File: config.mk
export PLATFORM = sky130hd
export DESIGN_NAME = ccid_exec
export DESIGN_NICKNAME = d
export VERILOG_FILES = /design/src/inc/ccid_pkg.sv /design/src/rtl/ccid_exec.sv /design/src/rtl/ccid_bcd_fix.sv
export SDC_FILE = /design/constraint.sdc
export NUM_CORES = 1
export LEC_CHECK = 0
export BUFFER_PORTS_ARGS = -buffer_cell sky130_fd_sc_hd__buf_2
export CAP_MARGIN = 5
export CORE_ASPECT_RATIO = 1.75
export CORE_MARGIN = 2
export CORE_UTILIZATION = 40
export CTS_BUF_LIST = sky130_fd_sc_hd__clkbuf_8
export CTS_CLUSTER_SIZE = 28
export DETAILED_ROUTE_END_ITERATION = 6
export GPL_TIMING_DRIVEN = 0
export MAX_ROUTING_LAYER = met4
export RECOVER_POWER = 100
export SLEW_MARGIN = 5
export SYNTH_ARGS = -nofsm -noshare
export SYNTH_HDL_FRONTEND = slang
export SYNTH_SLANG_ARGS = --single-unit
File: constraint.sdc
create_clock -name clock_i -period 5.2 [get_ports clock_i]
set_input_delay 0.78 -clock clock_i [delete_from_list [all_inputs] [get_ports clock_i]]
set_output_delay 0.78 -clock clock_i [all_outputs]
set_load 0.05 [all_outputs]
File: src/inc/ccid_pkg.sv
// Package for the compare, clear, invert, BCD fix and subtract-one slice.
// Assumes the surrounding core fetches operands and writes results back.
package ccid_pkg;

  // ********************************
  // Opcodes
  // ********************************
  localparam logic [7:0] OP_CLR_A   = 8'hE4; // Zero fill accumulator
  localparam logic [7:0] OP_CLR_C   = 8'hC3; // Zero fill carry
  localparam logic [7:0] OP_CLR_BIT = 8'hC2; // Zero fill addressed bit
  localparam logic [7:0] OP_INV_A   = 8'hF4; // Invert accumulator
  localparam logic [7:0] OP_INV_C   = 8'hB3; // Invert carry
  localparam logic [7:0] OP_INV_BIT = 8'hB2; // Invert addressed bit
  localparam logic [7:0] OP_BCD     = 8'hD4; // BCD nibble fix
  localparam logic [7:0] OP_DEC_A   = 8'h14; // Subtract one, accumulator
  localparam logic [7:0] OP_DEC_DIR = 8'h15; // Subtract one, direct byte
  localparam logic [7:0] OP_DEC_IND = 8'h16; // Subtract one, pointer_reg, low bit i
  localparam logic [7:0] OP_DEC_REG = 8'h18; // Subtract one, work_reg, low bits rrr

  // ********************************
  // Compare-branch-unequal forms
  // ********************************
  localparam logic [3:0] CMP_HI   = 4'hB; // Shared upper nibble
  localparam logic [3:0] CMP_IMM  = 4'h4; // Accumulator vs immediate
  localparam logic [3:0] CMP_DIR  = 4'h5; // Accumulator vs direct
  localparam logic [2:0] CMP_IND  = 3'h3; // 011i, pointer_reg vs immediate

  // ********************************
  // Lengths and BCD constants
  // ********************************
  localparam logic [15:0] LEN_ONE   = 16'h0001; // One-byte opcodes
  localparam logic [15:0] LEN_TWO   = 16'h0002; // Opcode plus address
  localparam logic [15:0] LEN_THREE = 16'h0003; // Compare forms
  localparam logic [3:0]  BCD_NINE  = 4'h9;     // Largest decimal digit
  localparam logic [8:0]  BCD_LO6   = 9'h006;   // Low digit correction
  localparam logic [8:0]  BCD_HI6   = 9'h060;   // High digit correction

  // ********************************
  // Types
  // ********************************
  typedef enum logic [1:0] {
    CCID_IDLE = 2'b00, // Ready for an instruction
    CCID_CMP2 = 2'b01  // Second cycle of a compare
  } ccid_state_t;

  typedef struct packed {
    logic [7:0]  opcode; // First instruction byte
    logic [7:0]  arg1;   // Second byte: address, bit or immediate
    logic [7:0]  arg2;   // Third byte: displacement
    logic [15:0] pc;     // Address of the opcode byte
  } ccid_instr_t;

  typedef struct packed {
    logic [7:0] acc;       // Accumulator
    logic       carry;     // Carry flag
    logic       nib_carry; // nibble_carry_flag
  } ccid_ctx_t;

  typedef struct packed {
    logic        done;     // Instruction finished
    logic        unknown;  // Opcode outside this slice
    logic        acc_we;   // Write accumulator
    logic [7:0]  acc;      // New accumulator
    logic        carry_we; // Write carry
    logic        carry;    // New carry
    logic        byte_we;  // Write addressed byte
    logic [7:0]  byte_v;   // New byte value
    logic        bit_we;   // Write addressed bit
    logic        bit_v;    // New bit value
    logic        branch;   // Branch taken
    logic [15:0] pc;       // Next program_counter
  } ccid_res_t;

endpackage

File: src/rtl/ccid_exec.sv
// Execution slice: compare-branch, clear, invert, BCD fix, subtract one.
// Assumes the core presents fetched bytes and operands with a one-cycle
// issue strobe and applies the registered result when done is high.
`timescale 1ns/1ns
module ccid_exec (
  input  wire logic                  clock_i,   // Core clock, 10 MHz
  input  wire logic                  rst_i,     // Synchronous reset
  input  wire logic                  issue_i,   // Instruction presented
  input  wire ccid_pkg::ccid_instr_t instr_i,   // Instruction bytes and address
  input  wire ccid_pkg::ccid_ctx_t   ctx_i,     // Accumulator and flags
  input  wire logic [7:0]            operand_i, // Byte read at the operand address
  input  wire logic [7:0]            latch_i,   // Port output latch at that address
  input  wire logic                  is_port_i, // Operand address is a port
  input  wire logic                  bit_i,     // Addressed bit as read
  input  wire logic                  bit_latch_i, // Addressed bit's port latch
  output logic                       busy_o,    // Compare in progress
  output ccid_pkg::ccid_res_t        res_o      // Registered result
);

  // ********************************
  // State and result registers
  // ********************************
  ccid_pkg::ccid_state_t state_q;  // Sequencer state
  ccid_pkg::ccid_state_t state_d;  // Next state
  ccid_pkg::ccid_res_t   res_q;    // Result flops
  ccid_pkg::ccid_res_t   res_d;    // Next result
  logic                  busy_q;   // Busy flop
  logic                  take_q;   // Compare found a difference
  logic                  lt_q;     // Compare found first below second
  logic [15:0]           fall_q;   // Address after the compare
  logic [15:0]           tgt_q;    // Branch target

  // ********************************
  // Decode
  // ********************************
  wire [7:0] op   = instr_i.opcode;     // Opcode byte
  wire       go   = issue_i & (state_q == ccid_pkg::CCID_IDLE); // Accepted
  wire       cmp  = (op[7:4] == ccid_pkg::CMP_HI) & (op[3:2] != 2'b00);
  wire       c_im = op[3:0] == ccid_pkg::CMP_IMM; // Accumulator vs immediate
  wire       c_dr = op[3:0] == ccid_pkg::CMP_DIR; // Accumulator vs direct
  wire       c_in = op[3:1] == ccid_pkg::CMP_IND; // Pointer vs immediate
  wire       clr_a = op == ccid_pkg::OP_CLR_A;    // Zero fill accumulator
  wire       clr_c = op == ccid_pkg::OP_CLR_C;    // Zero fill carry
  wire       clr_b = op == ccid_pkg::OP_CLR_BIT;  // Zero fill bit
  wire       inv_a = op == ccid_pkg::OP_INV_A;    // Invert accumulator
  wire       inv_c = op == ccid_pkg::OP_INV_C;    // Invert carry
  wire       inv_b = op == ccid_pkg::OP_INV_BIT;  // Invert bit
  wire       bcd   = op == ccid_pkg::OP_BCD;      // BCD nibble fix
  wire       dec_a = op == ccid_pkg::OP_DEC_A;    // Subtract one, accumulator
  wire       dec_d = op == ccid_pkg::OP_DEC_DIR;  // Subtract one, direct
  wire       dec_i = op[7:1] == ccid_pkg::OP_DEC_IND[7:1]; // Pointer form
  wire       dec_r = op[7:3] == ccid_pkg::OP_DEC_REG[7:3]; // Register form
  wire       dec_m = dec_d | dec_i | dec_r;       // Subtract one in memory
  wire       one   = clr_a | clr_c | clr_b | inv_a | inv_c | inv_b | bcd
                     | dec_a | dec_m;             // Single-cycle opcodes
  wire       unk   = ~one & ~cmp;                 // Not in this slice

  // ********************************
  // Compare datapath
  // ********************************
  // operand selection per form
  wire [7:0]  cmp_a  = (c_im | c_dr) ? ctx_i.acc : operand_i; // First operand
  wire [7:0]  cmp_b  = c_dr ? operand_i : instr_i.arg1;       // Second operand
  wire        cmp_lt = cmp_a < cmp_b;
  wire        cmp_ne = cmp_a != cmp_b;
  wire [15:0] pc3    = instr_i.pc + ccid_pkg::LEN_THREE;      // Next address
  // sign-extended displacement added to advanced address
  wire [15:0] cmp_tg = pc3 + {{8{instr_i.arg2[7]}}, instr_i.arg2};
  // Register form bit, work_reg vs immediate
  wire        c_rg   = op[3];
  wire        c_any  = c_im | c_dr | c_in | c_rg;             // Legal form

  // ********************************
  // Single-cycle datapath
  // ********************************
  // Length of the one-cycle opcodes; two bytes when an address follows
  wire [15:0] len   = (clr_b | inv_b | dec_d) ? ccid_pkg::LEN_TWO : ccid_pkg::LEN_ONE;
  wire [15:0] pc1   = instr_i.pc + len;                       // Next address
  wire [7:0]  bcd_a;                                          // Fixed accumulator
  wire        bcd_c;                                          // Fixed carry
  // port modify takes the output latch
  wire [7:0]  dec_s = (dec_d & is_port_i) ? latch_i : operand_i;
  wire        bit_s = is_port_i ? bit_latch_i : bit_i;        // Bit source
  // wraps 00 to FF, no flags
  wire [7:0]  dec_v = (dec_a ? ctx_i.acc : dec_s) - 8'h01;

  ccid_bcd_fix u_bcd (
    .acc_i       (ctx_i.acc),
    .carry_i     (ctx_i.carry),
    .nib_carry_i (ctx_i.nib_carry),
    .acc_o       (bcd_a),
    .carry_o     (bcd_c)
  );

  // ********************************
  // Next result
  // ********************************
  wire fin2 = state_q == ccid_pkg::CCID_CMP2; // Compare finishing
  wire [7:0] acc_n = clr_a ? 8'h00 : inv_a ? ~ctx_i.acc : bcd ? bcd_a : dec_v;
  wire       car_n = fin2 ? lt_q : inv_c ? ~ctx_i.carry : bcd ? bcd_c : 1'b0;

  always_comb
  begin
    res_d          = '0;
    res_d.done     = (go & ~cmp) | fin2;
    res_d.unknown  = go & unk;
    // Value fields stay zero unless written, so no stale data leaks out
    res_d.acc_we   = go & (clr_a | inv_a | bcd | dec_a);
    res_d.acc      = res_d.acc_we ? acc_n : 8'h00;
    res_d.carry_we = (go & (clr_c | inv_c | bcd)) | fin2;
    res_d.carry    = res_d.carry_we & car_n;
    res_d.byte_we  = go & dec_m;
    res_d.byte_v   = res_d.byte_we ? dec_v : 8'h00;
    res_d.bit_we   = go & (clr_b | inv_b);
    res_d.bit_v    = res_d.bit_we & inv_b & ~bit_s;
    res_d.branch   = fin2 & take_q;
    // Next address only while a result is presented
    if (res_d.done)
    begin
      res_d.pc     = fin2 ? (take_q ? tgt_q : fall_q) : pc1;
    end
    else
    begin
      res_d.pc     = 16'h0000;
    end
  end

  // Next state; compare holds the block for its second cycle
  always_comb
  begin
    case (state_q)
      ccid_pkg::CCID_IDLE:
        state_d = (go & cmp & c_any) ? ccid_pkg::CCID_CMP2 : ccid_pkg::CCID_IDLE;
      ccid_pkg::CCID_CMP2:
        state_d = ccid_pkg::CCID_IDLE;
      default:
        state_d = ccid_pkg::CCID_IDLE;
    endcase
  end

  // ********************************
  // Registers
  // ********************************
  // Sequencer and result flops
  always_ff @(posedge clock_i)
  begin
    if (rst_i)
    begin
      state_q <= ccid_pkg::CCID_IDLE;
      res_q   <= '0;
      busy_q  <= 1'b0;
    end
    else
    begin
      state_q <= state_d;
      res_q   <= res_d;
      busy_q  <= state_d == ccid_pkg::CCID_CMP2;
    end
  end

  // Compare outcome held for the second cycle, operands may change meanwhile
  always_ff @(posedge clock_i)
  begin
    if (rst_i)
    begin
      take_q <= 1'b0;
      lt_q   <= 1'b0;
      fall_q <= 16'h0000;
      tgt_q  <= 16'h0000;
    end
    else if (go & cmp)
    begin
      take_q <= cmp_ne;
      lt_q   <= cmp_lt;
      fall_q <= pc3;
      tgt_q  <= cmp_tg;
    end
  end

  assign res_o  = res_q;
  assign busy_o = busy_q;

  // ********************************
  // Assertions
  // ********************************
  a_cmp_two_cycles: assert property (@(posedge clock_i) disable iff (rst_i)
    go & cmp |=> !res_o.done ##1 res_o.done && res_o.carry_we)
    else $error("compare did not finish in two cycles");

  a_cmp_carry_lt: assert property (@(posedge clock_i) disable iff (rst_i)
    go & cmp |-> ##2 res_o.carry == $past(cmp_lt, 2))
    else $error("compare carry wrong");

  a_cmp_equal_fall: assert property (@(posedge clock_i) disable iff (rst_i)
    go & cmp & !cmp_ne |-> ##2 !res_o.branch && !res_o.carry
      && res_o.pc == $past(pc3, 2))
    else $error("equal compare branched");

  a_cmp_target: assert property (@(posedge clock_i) disable iff (rst_i)
    go & cmp & cmp_ne |-> ##2 res_o.branch && res_o.pc == $past(cmp_tg, 2))
    else $error("compare target wrong");

  a_clr_acc_zero: assert property (@(posedge clock_i) disable iff (rst_i)
    go & clr_a |=> res_o.done && res_o.acc_we && res_o.acc == 8'h00
      && !res_o.carry_we && res_o.pc == $past(instr_i.pc) + 16'h0001)
    else $error("accumulator zero fill wrong");

  a_clr_bit_len: assert property (@(posedge clock_i) disable iff (rst_i)
    go & clr_b |=> res_o.done && res_o.bit_we && !res_o.bit_v
      && res_o.pc == $past(instr_i.pc) + 16'h0002)
    else $error("bit zero fill wrong");

  a_inv_acc_value: assert property (@(posedge clock_i) disable iff (rst_i)
    go & inv_a |=> res_o.acc_we && res_o.acc == ~$past(ctx_i.acc) && !res_o.carry_we)
    else $error("accumulator invert wrong");

  a_inv_carry_flip: assert property (@(posedge clock_i) disable iff (rst_i)
    go & inv_c |=> res_o.carry_we && res_o.carry != $past(ctx_i.carry))
    else $error("carry invert wrong");

  a_bcd_keeps_carry: assert property (@(posedge clock_i) disable iff (rst_i)
    go & bcd & ctx_i.carry |=> res_o.done && res_o.carry_we && res_o.carry)
    else $error("BCD fix cleared carry");

  a_dec_port_latch: assert property (@(posedge clock_i) disable iff (rst_i)
    go & dec_d & is_port_i |=> res_o.byte_we && res_o.byte_v == $past(latch_i) - 8'h01)
    else $error("subtract one read pins for a port");

  a_dec_wraps_ff: assert property (@(posedge clock_i) disable iff (rst_i)
    go & dec_a & (ctx_i.acc == 8'h00) |=> res_o.acc == 8'hFF && !res_o.carry_we)
    else $error("subtract one did not wrap");
endmodule

File: src/rtl/ccid_bcd_fix.sv
// BCD nibble fix datapath, purely combinational.
// Assumes the caller registers the result.
`timescale 1ns/1ns
module ccid_bcd_fix (
  input  wire logic [7:0] acc_i,       // Accumulator before the fix
  input  wire logic       carry_i,     // Carry before the fix
  input  wire logic       nib_carry_i, // nibble_carry_flag
  output logic      [7:0] acc_o,       // Fixed accumulator
  output logic            carry_o      // Carry after the fix
);
  // ********************************
  // Low digit step
  // ********************************
  // low nibble correction
  wire       lo_fix = (acc_i[3:0] > ccid_pkg::BCD_NINE) | nib_carry_i;
  wire [8:0] lo_sum = {1'b0, acc_i} + (lo_fix ? ccid_pkg::BCD_LO6 : 9'h000);
  // Carry after the first step, never cleared
  wire       c_mid  = carry_i | lo_sum[8];

  // ********************************
  // High digit step
  // ********************************
  // high nibble correction
  wire       hi_fix = (lo_sum[7:4] > ccid_pkg::BCD_NINE) | c_mid;
  wire [8:0] hi_sum = {1'b0, lo_sum[7:0]} + (hi_fix ? ccid_pkg::BCD_HI6 : 9'h000);

  assign carry_o = c_mid | hi_sum[8];
  assign acc_o   = hi_sum[7:0];
endmodule

# == Yosys cells after proc, flatten, opt, wreduce, memory -nomap -nowiden ==
# Index checks and enable logic that the tools add are counted.
# op_classes
addsub,6
eq_ne,18
n_mux,17
n_lt_le_gt_ge,3
n_reduce_logical,5
bitwise_logic,50
# op_table
op,n
$eq A8 B8 Y1 const B,7
$mux W8,6
$mux W16,2
$or A1 B1 Y1,26
$add A8 B9 Y9,2
$add A16 B16 Y16,1
$add A16 B2 Y16,1
$add A16 B2 Y16 const B,1
$and A1 B1 Y1,16
$eq A8 B5 Y1 const B,2
$eq A4 B3 Y1 const B,2
$gt A4 B4 Y1 const B,2
$lt A8 B8 Y1,1
$ne A8 B8 Y1,1
$not A8 Y8,1
$sub A8 B1 Y8 const B,1
$eq A7 B4 Y1 const B,1
$mux W7,1
$not A1 Y1,7
$mux W1,6
$eq A5 B2 Y1 const B,1
$eq A2 B1 Y1 const B,2
$eq A4 B4 Y1 const B,1
$reduce_or A2 Y1,2
6 further kinds,6
# word_totals
inputBits,72
regBits,78
wordCells,117

# == Logic depth before layout (Yosys ltp) ==
# Gate-level depths: netlist of run 1.
# depth
depth_word,13
mapped_depth,17

# == Modules after synthesis ==
# Synthesis of run 1 repeated with hierarchy kept, for this count alone.
# hier_totals
hier_cells,629
area_unflattened_um2,5043.6
# by_module_without_submodules
mod,instances,area_each_um2,cells_per_inst,seq_area_each_um2
ccid_exec,1,4774.6,596,1521.5
ccid_bcd_fix,1,269.0,33,0.0

# == Worst setup path before layout of run 1 ==
# OpenSTA, ideal clock, no wires.
# synth_path
path_kind,input-to-reg
from,in ctx_i[5] in the netlist's numbering
to,reg res_q (netlist bit res_o[28])
stages,17
slack_ps,1214
setup_ps,116
arrival_time_ps,3869
path_cell_list,clkbuf_1 o21ai_0 nand2b_1 ha_1 inv_1 fa_1 nor2_1 xnor2_1 or2_2 a221o_1 ha_1 a21o_1 a22o_1 a211o_1 nand2_1 o311ai_0 o211a_1
# synth_between
elab_chain_len,13
elab_cells_between_ends,14
# synth_lines
element,line_no,text
from (decl),ccid_exec.sv:10,"input wire ccid_pkg::ccid_ctx_t ctx_i,"
$gt A4 B4 Y1,ccid_bcd_fix.sv:15,wire lo_fix = (acc_i[3:0] > ccid_pkg::BCD_NINE) | nib_carry_i;
$or A1 B1 Y1,ccid_bcd_fix.sv:15,
$mux W3,ccid_bcd_fix.sv:16,"wire [8:0] lo_sum = {1'b0, acc_i} + (lo_fix ? ccid_pkg::BCD_LO6 : 9'h000);"
$add A8 B9 Y9 (*),ccid_bcd_fix.sv:16,
$gt A4 B4 Y1 / $or A1 B1 Y1 (equally long branches),"ccid_bcd_fix.sv:24, ccid_bcd_fix.sv:18",
$or A1 B1 Y1,ccid_bcd_fix.sv:24,wire hi_fix = (lo_sum[7:4] > ccid_pkg::BCD_NINE) | c_mid;
$mux W7,ccid_bcd_fix.sv:25,"wire [8:0] hi_sum = {1'b0, lo_sum[7:0]} + (hi_fix ? ccid_pkg::BCD_HI6 : 9'h000);"
$add A8 B9 Y9,ccid_bcd_fix.sv:25,
$or A1 B1 Y1 (*),ccid_bcd_fix.sv:27,assign carry_o = c_mid | hi_sum[8];
$mux W1 (*) (3 in series),ccid_exec.sv:100,wire car_n = fin2 ? lt_q : inv_c ? ~ctx_i.carry : bcd ? bcd_c : 1'b0;
$and A1 B1 Y1 (*),ccid_exec.sv:111,res_d.carry = res_d.carry_we & car_n;
to (signal assigned),ccid_exec.sv:156,res_q <= res_d;
to (decl),ccid_exec.sv:25,ccid_pkg::ccid_res_t res_q;
# Mark *: on every way between the ends. The rest lies on a longest branch, timed or not.
# A chain may end at the register's enable or synchronous reset.

# == Worst setup path after layout of run 1 ==
# layout_path
from,in instr_i[0] in the netlist's numbering
to,reg tgt_q[15]
# layout_between
elab_chain_len,2
# layout_lines
element,line_no,text
from (decl),ccid_exec.sv:9,"input wire ccid_pkg::ccid_instr_t instr_i,"
$add A16 B2 Y16,ccid_exec.sv:66,wire [15:0] pc3 = instr_i.pc + ccid_pkg::LEN_THREE;
net pc3[0],ccid_exec.sv:66,
$add A16 B16 Y16,ccid_exec.sv:68,"wire [15:0] cmp_tg = pc3 + {{8{instr_i.arg2[7]}}, instr_i.arg2};"
to (signal assigned),ccid_exec.sv:176,tgt_q <= cmp_tg;
to (decl),ccid_exec.sv:31,logic [15:0] tgt_q;
# The timed path passes the listed nets, and every way through them passes these cells.

==> summary.txt, run 1 <==
Global route
  – Tot GR Track Use: 0.265
  – Overflow after GRT: 0
  – Largest net degree at the start of global routing: 14
  – Vias in the first global route: 5169
  – Antenna violations before repair: 0
  – First-pass GRT wire length: 26700 um

Layout
  – Post-layout util: 0.476
  – # fillers: 1357
  – Most frequent cells in the layout: clkbuf_1 (79), nor2_1 (79), dfxtp_1 (76)
  – Nets: 849
  – Layout cell share with drive strength beyond 1: 0.122
  – ANT cells: 0
  – Area growth, synth to finish: 16.0%

Logic synthesis
  – Synthesis warning total: 0
  – EDFF count, synth: 0
  – #FFs+latches synth: 76
  – Syn Inst Count: 626
  – Synth Flop Type: dfxtp_1
  – Mean Syn Cell Area: 8.14 um^2
  – Seq/Total Area, Yosys: 0.298
  – Yosys top cell by area: dfxtp_1
  – Syn Nets: 733
  – Synth async-reset ratio: 0
  – Synth area leaders: dfxtp_1 (30%), ha_1 (7.6%), nor2_1 (5.8%), mux2i_1 (5.7%), nand2_1 (5.1%)
  – Post-Syn Area: 5100 um^2
  – Netlist cell types: 74
  – Yosys top cell area share: 0.298

Floorplan
  – Core Region: 12400 um^2
  – # rows: 54
  – # IOs: 114
  – Initial core utilization: 0.410
  – Die area: 13700 um^2
  – Vert. Die Dim: 153 um
  – Die X: 89.3 um

Timing
  – Final min period: 4270 ps
  – Slew @ Worst Pin: 1100 ps
  – Final Max Tran Viols: 0
  – Max Clock Freq: 234 MHz
  – Setup tns final: 0 ps
  – Slew margin rel.: 0.264
  – Period Utilization, post-route: 0.822
  – Setup ws final: 928 ps
  – Final setup fails: 0
  – Final Hold Viols: 0
  – Worst Skew: 10.5 ps
  – RSZ-0062 raised after global routing: false
  – Hold Slack: 461 ps

Setup path
  – Crit path buf inv count: 2
  – Crit path max-delay family: compound AO/OA/AOI/OAI gates
  – CP Data Required Time: 5440 ps
  – Crit Path Max Fanout: 6
  – Critical Path Max Stage Delay: 470 ps
  – Slowest-stage cell, CP: a2111o_1
  – Arrival @ worst endpoint: 4510 ps
  – Kind of critical path: in2reg
  – Crit start category: input pin
  – Critical Path Sink Type: register
  – CP cell instances: clkbuf_1 > inv_1 > ha_1 > nand3b_1 > xnor2_1 > ha_1 > and3_1 > a2111o_1 > o22a_1 > a2111oi_0 > o21bai_1 > and3_1 > a311o_1

Placement
  – Final GP Congestion: 0.980
  – Detailed placer's ending HPWL: 14000 um
  – Port bufs: 105
  – Setup WS pre-CTS: 696 ps

Clock network
  – Post-cts resize count: 0
  – CTS tree: yes
  – CTS Buffer Depth: 2
  – Worst skew pair latency: 360 ps
  – H-tree lvl count: 3
  – Clk sink count: 76
  – CTS root buf: clkbuf_8
  – Cts bufs inserted: 9
  – Post-CTS Setup Inserts: 0
  – Clk slew on worst S/H paths: 80 ps
  – Hold_buf cts: 0

Power
  – VDD IR max: 0.000111 V
  – Leak: 0.00248 uW
  – Total Power: 1350 uW
  – Pwr per Cell Area: 228 nW/um^2

Drt
  – DR pass1 iterations: 4
  – DR WL/cell: 19.0 um
  – Detail Route Antenna Nets: 0
  – Final wirelength: 17400 um
  – Vias post-DR: 5032
  – # DRC: 0
  – Vias per cell: 5.50
  – Drt initial violations: 177

Outcome
  – Status: completed

Job
  – Max Cap Viol: 0

Min path
  – Worst min-delay path class: reg2reg
-- stage by stage --
step	instances	area, um^2
after global routing	915	5910
after CTS	915	6000
after global placement	899	5830
after detailed placement	899	5830
final	915	5910
after floorplan	626	5100
-- final timing paths --
check | slack (ps) | depth (start not counted) | to | from
setup / recovery | 930 | 13 | tgt_q[15] | instr_i[0]
hold / removal | 460 | 2 | tgt_q[6] | tgt_q[6]
setup reg to reg | 2620 | 9 | tgt_q[4] | busy_o
hold reg to reg | 460 | 2 | tgt_q[6] | tgt_q[6]
-- registers in the layout, indices dropped and copies added (netlist names) --
signal  flops
busy_o      1
fall_q     16
res_o      41
tgt_q      16
lt_q        1
take_q      1
-- layout make-up --
cell class                 instances  area (um^2)  share of cell area
multi-input combinational        493         3330               0.563
tap                              168          210              0.0355
sequential                        76         1520               0.257
clock inverter                     7         43.8             0.00741
inverter                          23         86.3              0.0146
buffer                            34          129              0.0218
timing repair buffer             105          468              0.0791
clock buffer                       9          124              0.0209
-- synthesized netlist by cell type, types with 4 or more instances --
master	number
inv_1	23
nor3_1	19
a21oi_1	30
mux2i_1	29
nor2_1	79
fa_1	4
xor2_1	25
dfxtp_1	76
nand3_1	17
o22ai_1	5
and3_1	10
nand2_1	69
or2_2	6
a21o_1	13
a211o_1	4
nand2b_1	5
o22a_1	4
o21ai_0	16
clkbuf_1	30
nor4_1	4
xnor2_1	23
a211oi_1	22
nand4_1	6
ha_1	31
o21a_1	4
-- routing by layer --
| metal | wire length (um) | GRT usage | vias to the layer above |
|---|---|---|---|
| met2 | 9370 | 0.477 | 181 |
| li1 | - | - | 2465 |
| met3 | 675 | 0.0346 | 61 |
| met4 | 1140 | 0.156 | 0 |
| met5 | 0 | - | - |
| met1 | 6170 | 0.256 | 2325 |
-- where the power goes --
part	internal, uW	switching [uW]	total (uW)
registers	594	4.50	598
logic	130	215	345
clock network	173	234	407
-- tightest hold or removal path: cells and delay by family, from the launching register on --
family          cells  cell delay [ps]
compound gates      1               50
simple gates        1               50
flops               1              310
-- cells by family (layout without fill, tap and decap cells) --
logic type      Yosys count  in the layout  synth area share
compound gates          140            140             0.201
xor+xnor                 48             48            0.0825
simple gates            238            238             0.219
flops                    76             76             0.298
buf+inv                  57            178            0.0439
mux                      32             32            0.0636
fa+ha+maj                35             35            0.0918
Power figures use the tool's default switching activity.
==> run 2, diff against run 1 <==
Clock period 5.2 ns to 4.3 ns, I/O delays scaled along.
==> summary.txt, run 2 (synthesis gave the netlist of run 1 again) <==
Outcome
  – Status: completed

Floorplan
  – # rows: 54
  – Die area: 13700 um^2
  – Vert. Die Dim: 153 um
  – Core Region: 12400 um^2
  – # IOs: 114
  – Initial core utilization: 0.410
  – Die X: 89.3 um

Drt
  – DR WL/cell: 18.9 um
  – DR pass1 iterations: 5
  – # DRC: 0
  – Drt initial violations: 175
  – Detail Route Antenna Nets: 0
  – Final wirelength: 17300 um
  – Vias per cell: 5.48
  – Vias post-DR: 5012

Setup path
  – Worst reg-to-reg path cell count: 9
  – Crit Path Max Fanout: 8
  – Slowest-stage cell, CP: fa_1
  – Critical path's most frequent cell: ha_1
  – CP Data Required Time: 4560 ps
  – Crit start category: input pin
  – Arrival @ worst endpoint: 4240 ps
  – RR Startpoint: busy_o
  – Critical Path Max Stage Delay: 460 ps
  – Critical Path Sink Type: register
  – R2r endpoint: tgt_q[4]
  – R2r setup slk: 1720 ps
  – Worst Setup SP: ctx_i[5]
  – Kind of critical path: in2reg
  – CP cell instances: clkbuf_1 > o21ai_0 > nand2b_1 > ha_1 > inv_1 > fa_1 > nor2_1 > xnor2_1 > or2_2 > a221o_1 > ha_1 > a21o_1 > a22o_1 > a211o_1 > nand2_1 > o311ai_0 > o211a_1
  – Worst setup path end: res_o[28]

Power
  – Leak: 0.00248 uW
  – Logic pwr share: 0.256
  – Int Power: 1080 uW
  – VDD IR max: 0.000136 V
  – Pwr per Cell Area: 276 nW/um^2
  – Sw Ratio: 0.336
  – Total Power: 1630 uW
  – Sequential Power Share: 0.443
  – Clock share of power: 0.301
  – Net Switching: 548 uW

Clock network
  – CTS tree: yes
  – CTS Buffer Depth: 2
  – H-tree lvl count: 3
  – Post-CTS Setup Inserts: 0
  – Clk slew on worst S/H paths: 90 ps
  – Worst skew pair latency: 360 ps
  – Hold_buf cts: 0
  – Cts bufs inserted: 9
  – CTS root buf: clkbuf_8
  – Post-cts resize count: 0
  – Clk sink count: 76

Layout
  – Layout cell share with drive strength beyond 1: 0.124
  – # fillers: 1358
  – Max reg flops: 41
  – Commonest non-fill, non-tap cell in the layout: nor2_1
  – Area growth, synth to finish: 16.0%
  – Area of the multi-input gates: 3330 um^2
  – Most frequent cells in the layout: nor2_1 (79), clkbuf_1 (77), dfxtp_1 (76)
  – Seq. cell area: 1520 um^2
  – ANT cells: 0
  – Nets: 849

Timing
  – RSZ-0062 raised after global routing: false
  – Setup tns final: 0 ps
  – Slew margin rel.: 0.266
  – Final Hold Viols: 0
  – Period Utilization, post-route: 0.925
  – Final setup fails: 0
  – Final min period: 3980 ps
  – Slew @ Worst Pin: 1100 ps
  – Worst Skew: 10.1 ps
  – Final Max Tran Viols: 0
  – Hold Slack: 461 ps
  – Max Clock Freq: 251 MHz

Placement
  – Detailed placer's ending HPWL: 14000 um
  – Final GP Congestion: 0.980
  – Port bufs: 105

Job
  – Max Cap Viol: 0

Global route
  – Vias in the first global route: 5169
  – First-pass GRT wire length: 26700 um
  – Tot GR Track Use: 0.265
  – Overflow after GRT: 0
  – Antenna violations before repair: 0
  – Largest net degree at the start of global routing: 14

Min path
  – Hold Path Depth: 2
  – Worst min-delay path class: reg2reg
[run 2: changes by cell type in the layout (fill, tap and decap cells not counted)]
cell / previous run / this run
nand3_1: 17 / 18
nand3_2: 1 / 0
a2bb2oi_1: 3 / 2
a2bb2oi_2: 0 / 1
clkbuf_1: 79 / 77
buf_2: 60 / 62
[run 2: cell type report]
| type | count | share of cell area |
|---|---|---|
| Multi-Input combinational cell | 493 | 0.563 |
| Timing Repair Buffer | 105 | 0.0795 |
| Tap cell | 168 | 0.0355 |
| Clock inverter | 7 | 0.00740 |
| Sequential cell | 76 | 0.257 |
| Inverter | 23 | 0.0146 |
| Clock buffer | 9 | 0.0209 |
| Buffer | 34 | 0.0218 |
[run 2: worst min-delay path by stage]
stage / start / to / slack (ps)
floorplan: tgt_q[11] / tgt_q[11] / 430
global placement: tgt_q[3] / tgt_q[3] / 440
detailed placement: fall_q[2] / fall_q[2] / 450
CTS: fall_q[2] / fall_q[2] / 460
global route: tgt_q[3] / tgt_q[3] / 480
finish: tgt_q[6] / tgt_q[6] / 460
[run 2: per-stage QoR]
| step | setup WS (ps) | utilization | std cells | cell area (um^2) |
|---|---|---|---|---|
| 6_report | 322 | 0.476 | 915 | 5920 |
| 5_1_grt | 98.2 | 0.476 | 915 | 5920 |
| 4_1_cts | 310 | 0.483 | 915 | 6000 |
| 3_5_place_dp | -68.8 | 0.469 | 899 | 5830 |
| 3_3_place_gp | -24.7 | 0.469 | 899 | 5830 |
| 2_1_floorplan | 449 | - | 626 | 5100 |
[run 2: per-layer routing]
layer / track usage / share of wire / vias up
met5: - / 0 / -
met4: 0.156 / 0.068 / 0
met3: 0.0346 / 0.043 / 64
met2: 0.477 / 0.54 / 183
met1: 0.256 / 0.35 / 2294
li1: - / - / 2471
[run 2: power by group through the flow]
stage	registers, uW	clock network (uW)	logic (uW)
floorplan	772	0	249
global placement	739	0	412
detailed placement	740	0	418
CTS	723	508	420
global route	725	538	458
finish	723	492	417
[run 2: critical path, delay by kind of cell]
kind                     cells  cell delay, ps
AND/OR/NAND/NOR              4             700
buffers and inverters        2             400
XOR/XNOR                     1             100
AO/OA/AOI/OAI                7            1460
adder cells (fa/ha/maj)      3             930
==> run 3, diff against run 2 <==
Settings changed: CTS_BUF_LIST sky130_fd_sc_hd__clkbuf_8 to unset.
==> summary.txt, run 3 (synthesis gave the netlist of run 1 again) <==
Timing
  – Final min period: 4040 ps
  – Slew @ Worst Pin: 1100 ps
  – Final Hold Viols: 0
  – Final setup fails: 0
  – Setup ws final: 261 ps
  – Max Clock Freq: 248 MHz
  – Final Max Tran Viols: 0
  – Worst Skew: 6.43 ps
  – Period Utilization, post-route: 0.939
  – RSZ-0062 raised after global routing: false
  – Slew margin rel.: 0.264

Layout
  – # fillers: 1341
  – Final Cell Area: 6020 um^2
  – Most frequent cells in the layout: clkbuf_1 (79), nor2_1 (79), dfxtp_1 (76)
  – Seq. cell area: 1520 um^2
  – Area growth, synth to finish: 18.0%
  – ANT cells: 0
  – Nets: 849
  – Max reg flops: 41
  – Layout cell share with drive strength beyond 1: 0.124
  – Area of the multi-input gates: 3330 um^2
  – Post-layout util: 0.484

Placement
  – Placed Area: 5830 um^2
  – Port bufs: 105
  – Setup WS pre-CTS: -68.8 ps
  – Final GP Congestion: 0.980
  – Detailed placer's ending HPWL: 14000 um

Drt
  – Final wirelength: 17400 um
  – Drt initial violations: 183
  – Vias post-DR: 5073
  – DR pass1 iterations: 4
  – Detail Route Antenna Nets: 0
  – Vias per cell: 5.54
  – DR WL/cell: 19.1 um
  – # DRC: 0

Global route
  – Tot GR Track Use: 0.267
  – Overflow after GRT: 0
  – Antenna violations before repair: 0
  – Largest net degree at the start of global routing: 14
  – Vias in the first global route: 5175
  – First-pass GRT wire length: 26800 um

Clock network
  – CTS Buffer Depth: 2
  – Post-CTS Setup Inserts: 0
  – Hold_buf cts: 0
  – Clk slew on worst S/H paths: 60 ps
  – Worst skew pair latency: 350 ps
  – Post-cts resize count: 0
  – H-tree lvl count: 3
  – Clk sink count: 76
  – CTS tree: yes
  – Cts bufs inserted: 9
  – CTS root buf: clkbuf_16

Setup path
  – Kind of critical path: in2reg
  – Worst reg-to-reg path cell count: 9
  – Crit start category: input pin
  – Arrival @ worst endpoint: 4270 ps
  – Crit Path Max Fanout: 6
  – CP Data Required Time: 4530 ps
  – Critical Path Sink Type: register

Power
  – Clock share of power: 0.384
  – Sequential Power Share: 0.390
  – Net Switching: 584 uW
  – Pwr per Cell Area: 308 nW/um^2
  – Leak: 0.00252 uW
  – Sw Ratio: 0.315
  – VDD IR max: 0.000201 V
  – Int Power: 1270 uW
  – Logic pwr share: 0.226

Floorplan
  – Die area: 13700 um^2
  – Initial core utilization: 0.410
  – # IOs: 114
  – Core Region: 12400 um^2
  – Die X: 89.3 um
  – # rows: 54
  – Vert. Die Dim: 153 um

Min path
  – Worst min-delay path class: reg2reg
  – Hold Path Depth: 2

Job
  – Max Cap Viol: 0

Outcome
  – Status: completed
==> run 3: worst paths after layout <==
| path | start | endpoint | slack (ps) |
|---|---|---|---|
| min reg2reg | tgt_q[6] | tgt_q[6] | 460 |
| min | tgt_q[6] | tgt_q[6] | 460 |
| max | instr_i[0] | tgt_q[15] | 260 |
| max reg2reg | busy_o | tgt_q[4] | 1720 |
==> run 3: per-layer routing <==
layer,wire [um],up-vias,global-route usage
met5,0,-,-
met4,1230,0,0.169
met3,716,65,0.0367
met2,9320,183,0.475
met1,6170,2355,0.259
li1,-,2470,-
==> run 3: power groups by stage <==
stage               sequential, uW  combinational, uW  clock (uW)
floorplan                      772                249           0
global placement               739                412           0
detailed placement             740                418           0
CTS                            724                420         723
global route                   725                458         755
finish                         724                419         712
==> run 3: final cells by class <==
class | count | area share
well taps | 168 | 0.0349
clock inverters | 5 | 0.00603
inverters | 23 | 0.0143
multi-input cells | 493 | 0.554
plain buffers | 34 | 0.0214
repair buffers | 105 | 0.0782
clock buffers | 11 | 0.0387
flip-flops and latches | 76 | 0.253
==> run 3: critical path, stage by stage <==
cell	delay (ps)
buf_2	150
inv_1	80
ha_1	220
nand3b_1	380
xnor2_1	350
ha_1	340
and3_1	190
a2111o_1	470
o22a_1	320
a2111oi_0	470
o21bai_1	170
and3_1	190
a311o_1	300
==> run 3: metrics by stage <==
stage	total power, uW	setup TNS (ps)	hold slack, ps	std cells
floorplan	1020	0	432	626
global placement	1150	-25.5	443	899
detailed placement	1160	-68.8	449	899
CTS	1870	0	457	915
global route	1940	0	477	915
finish	1860	0	457	915
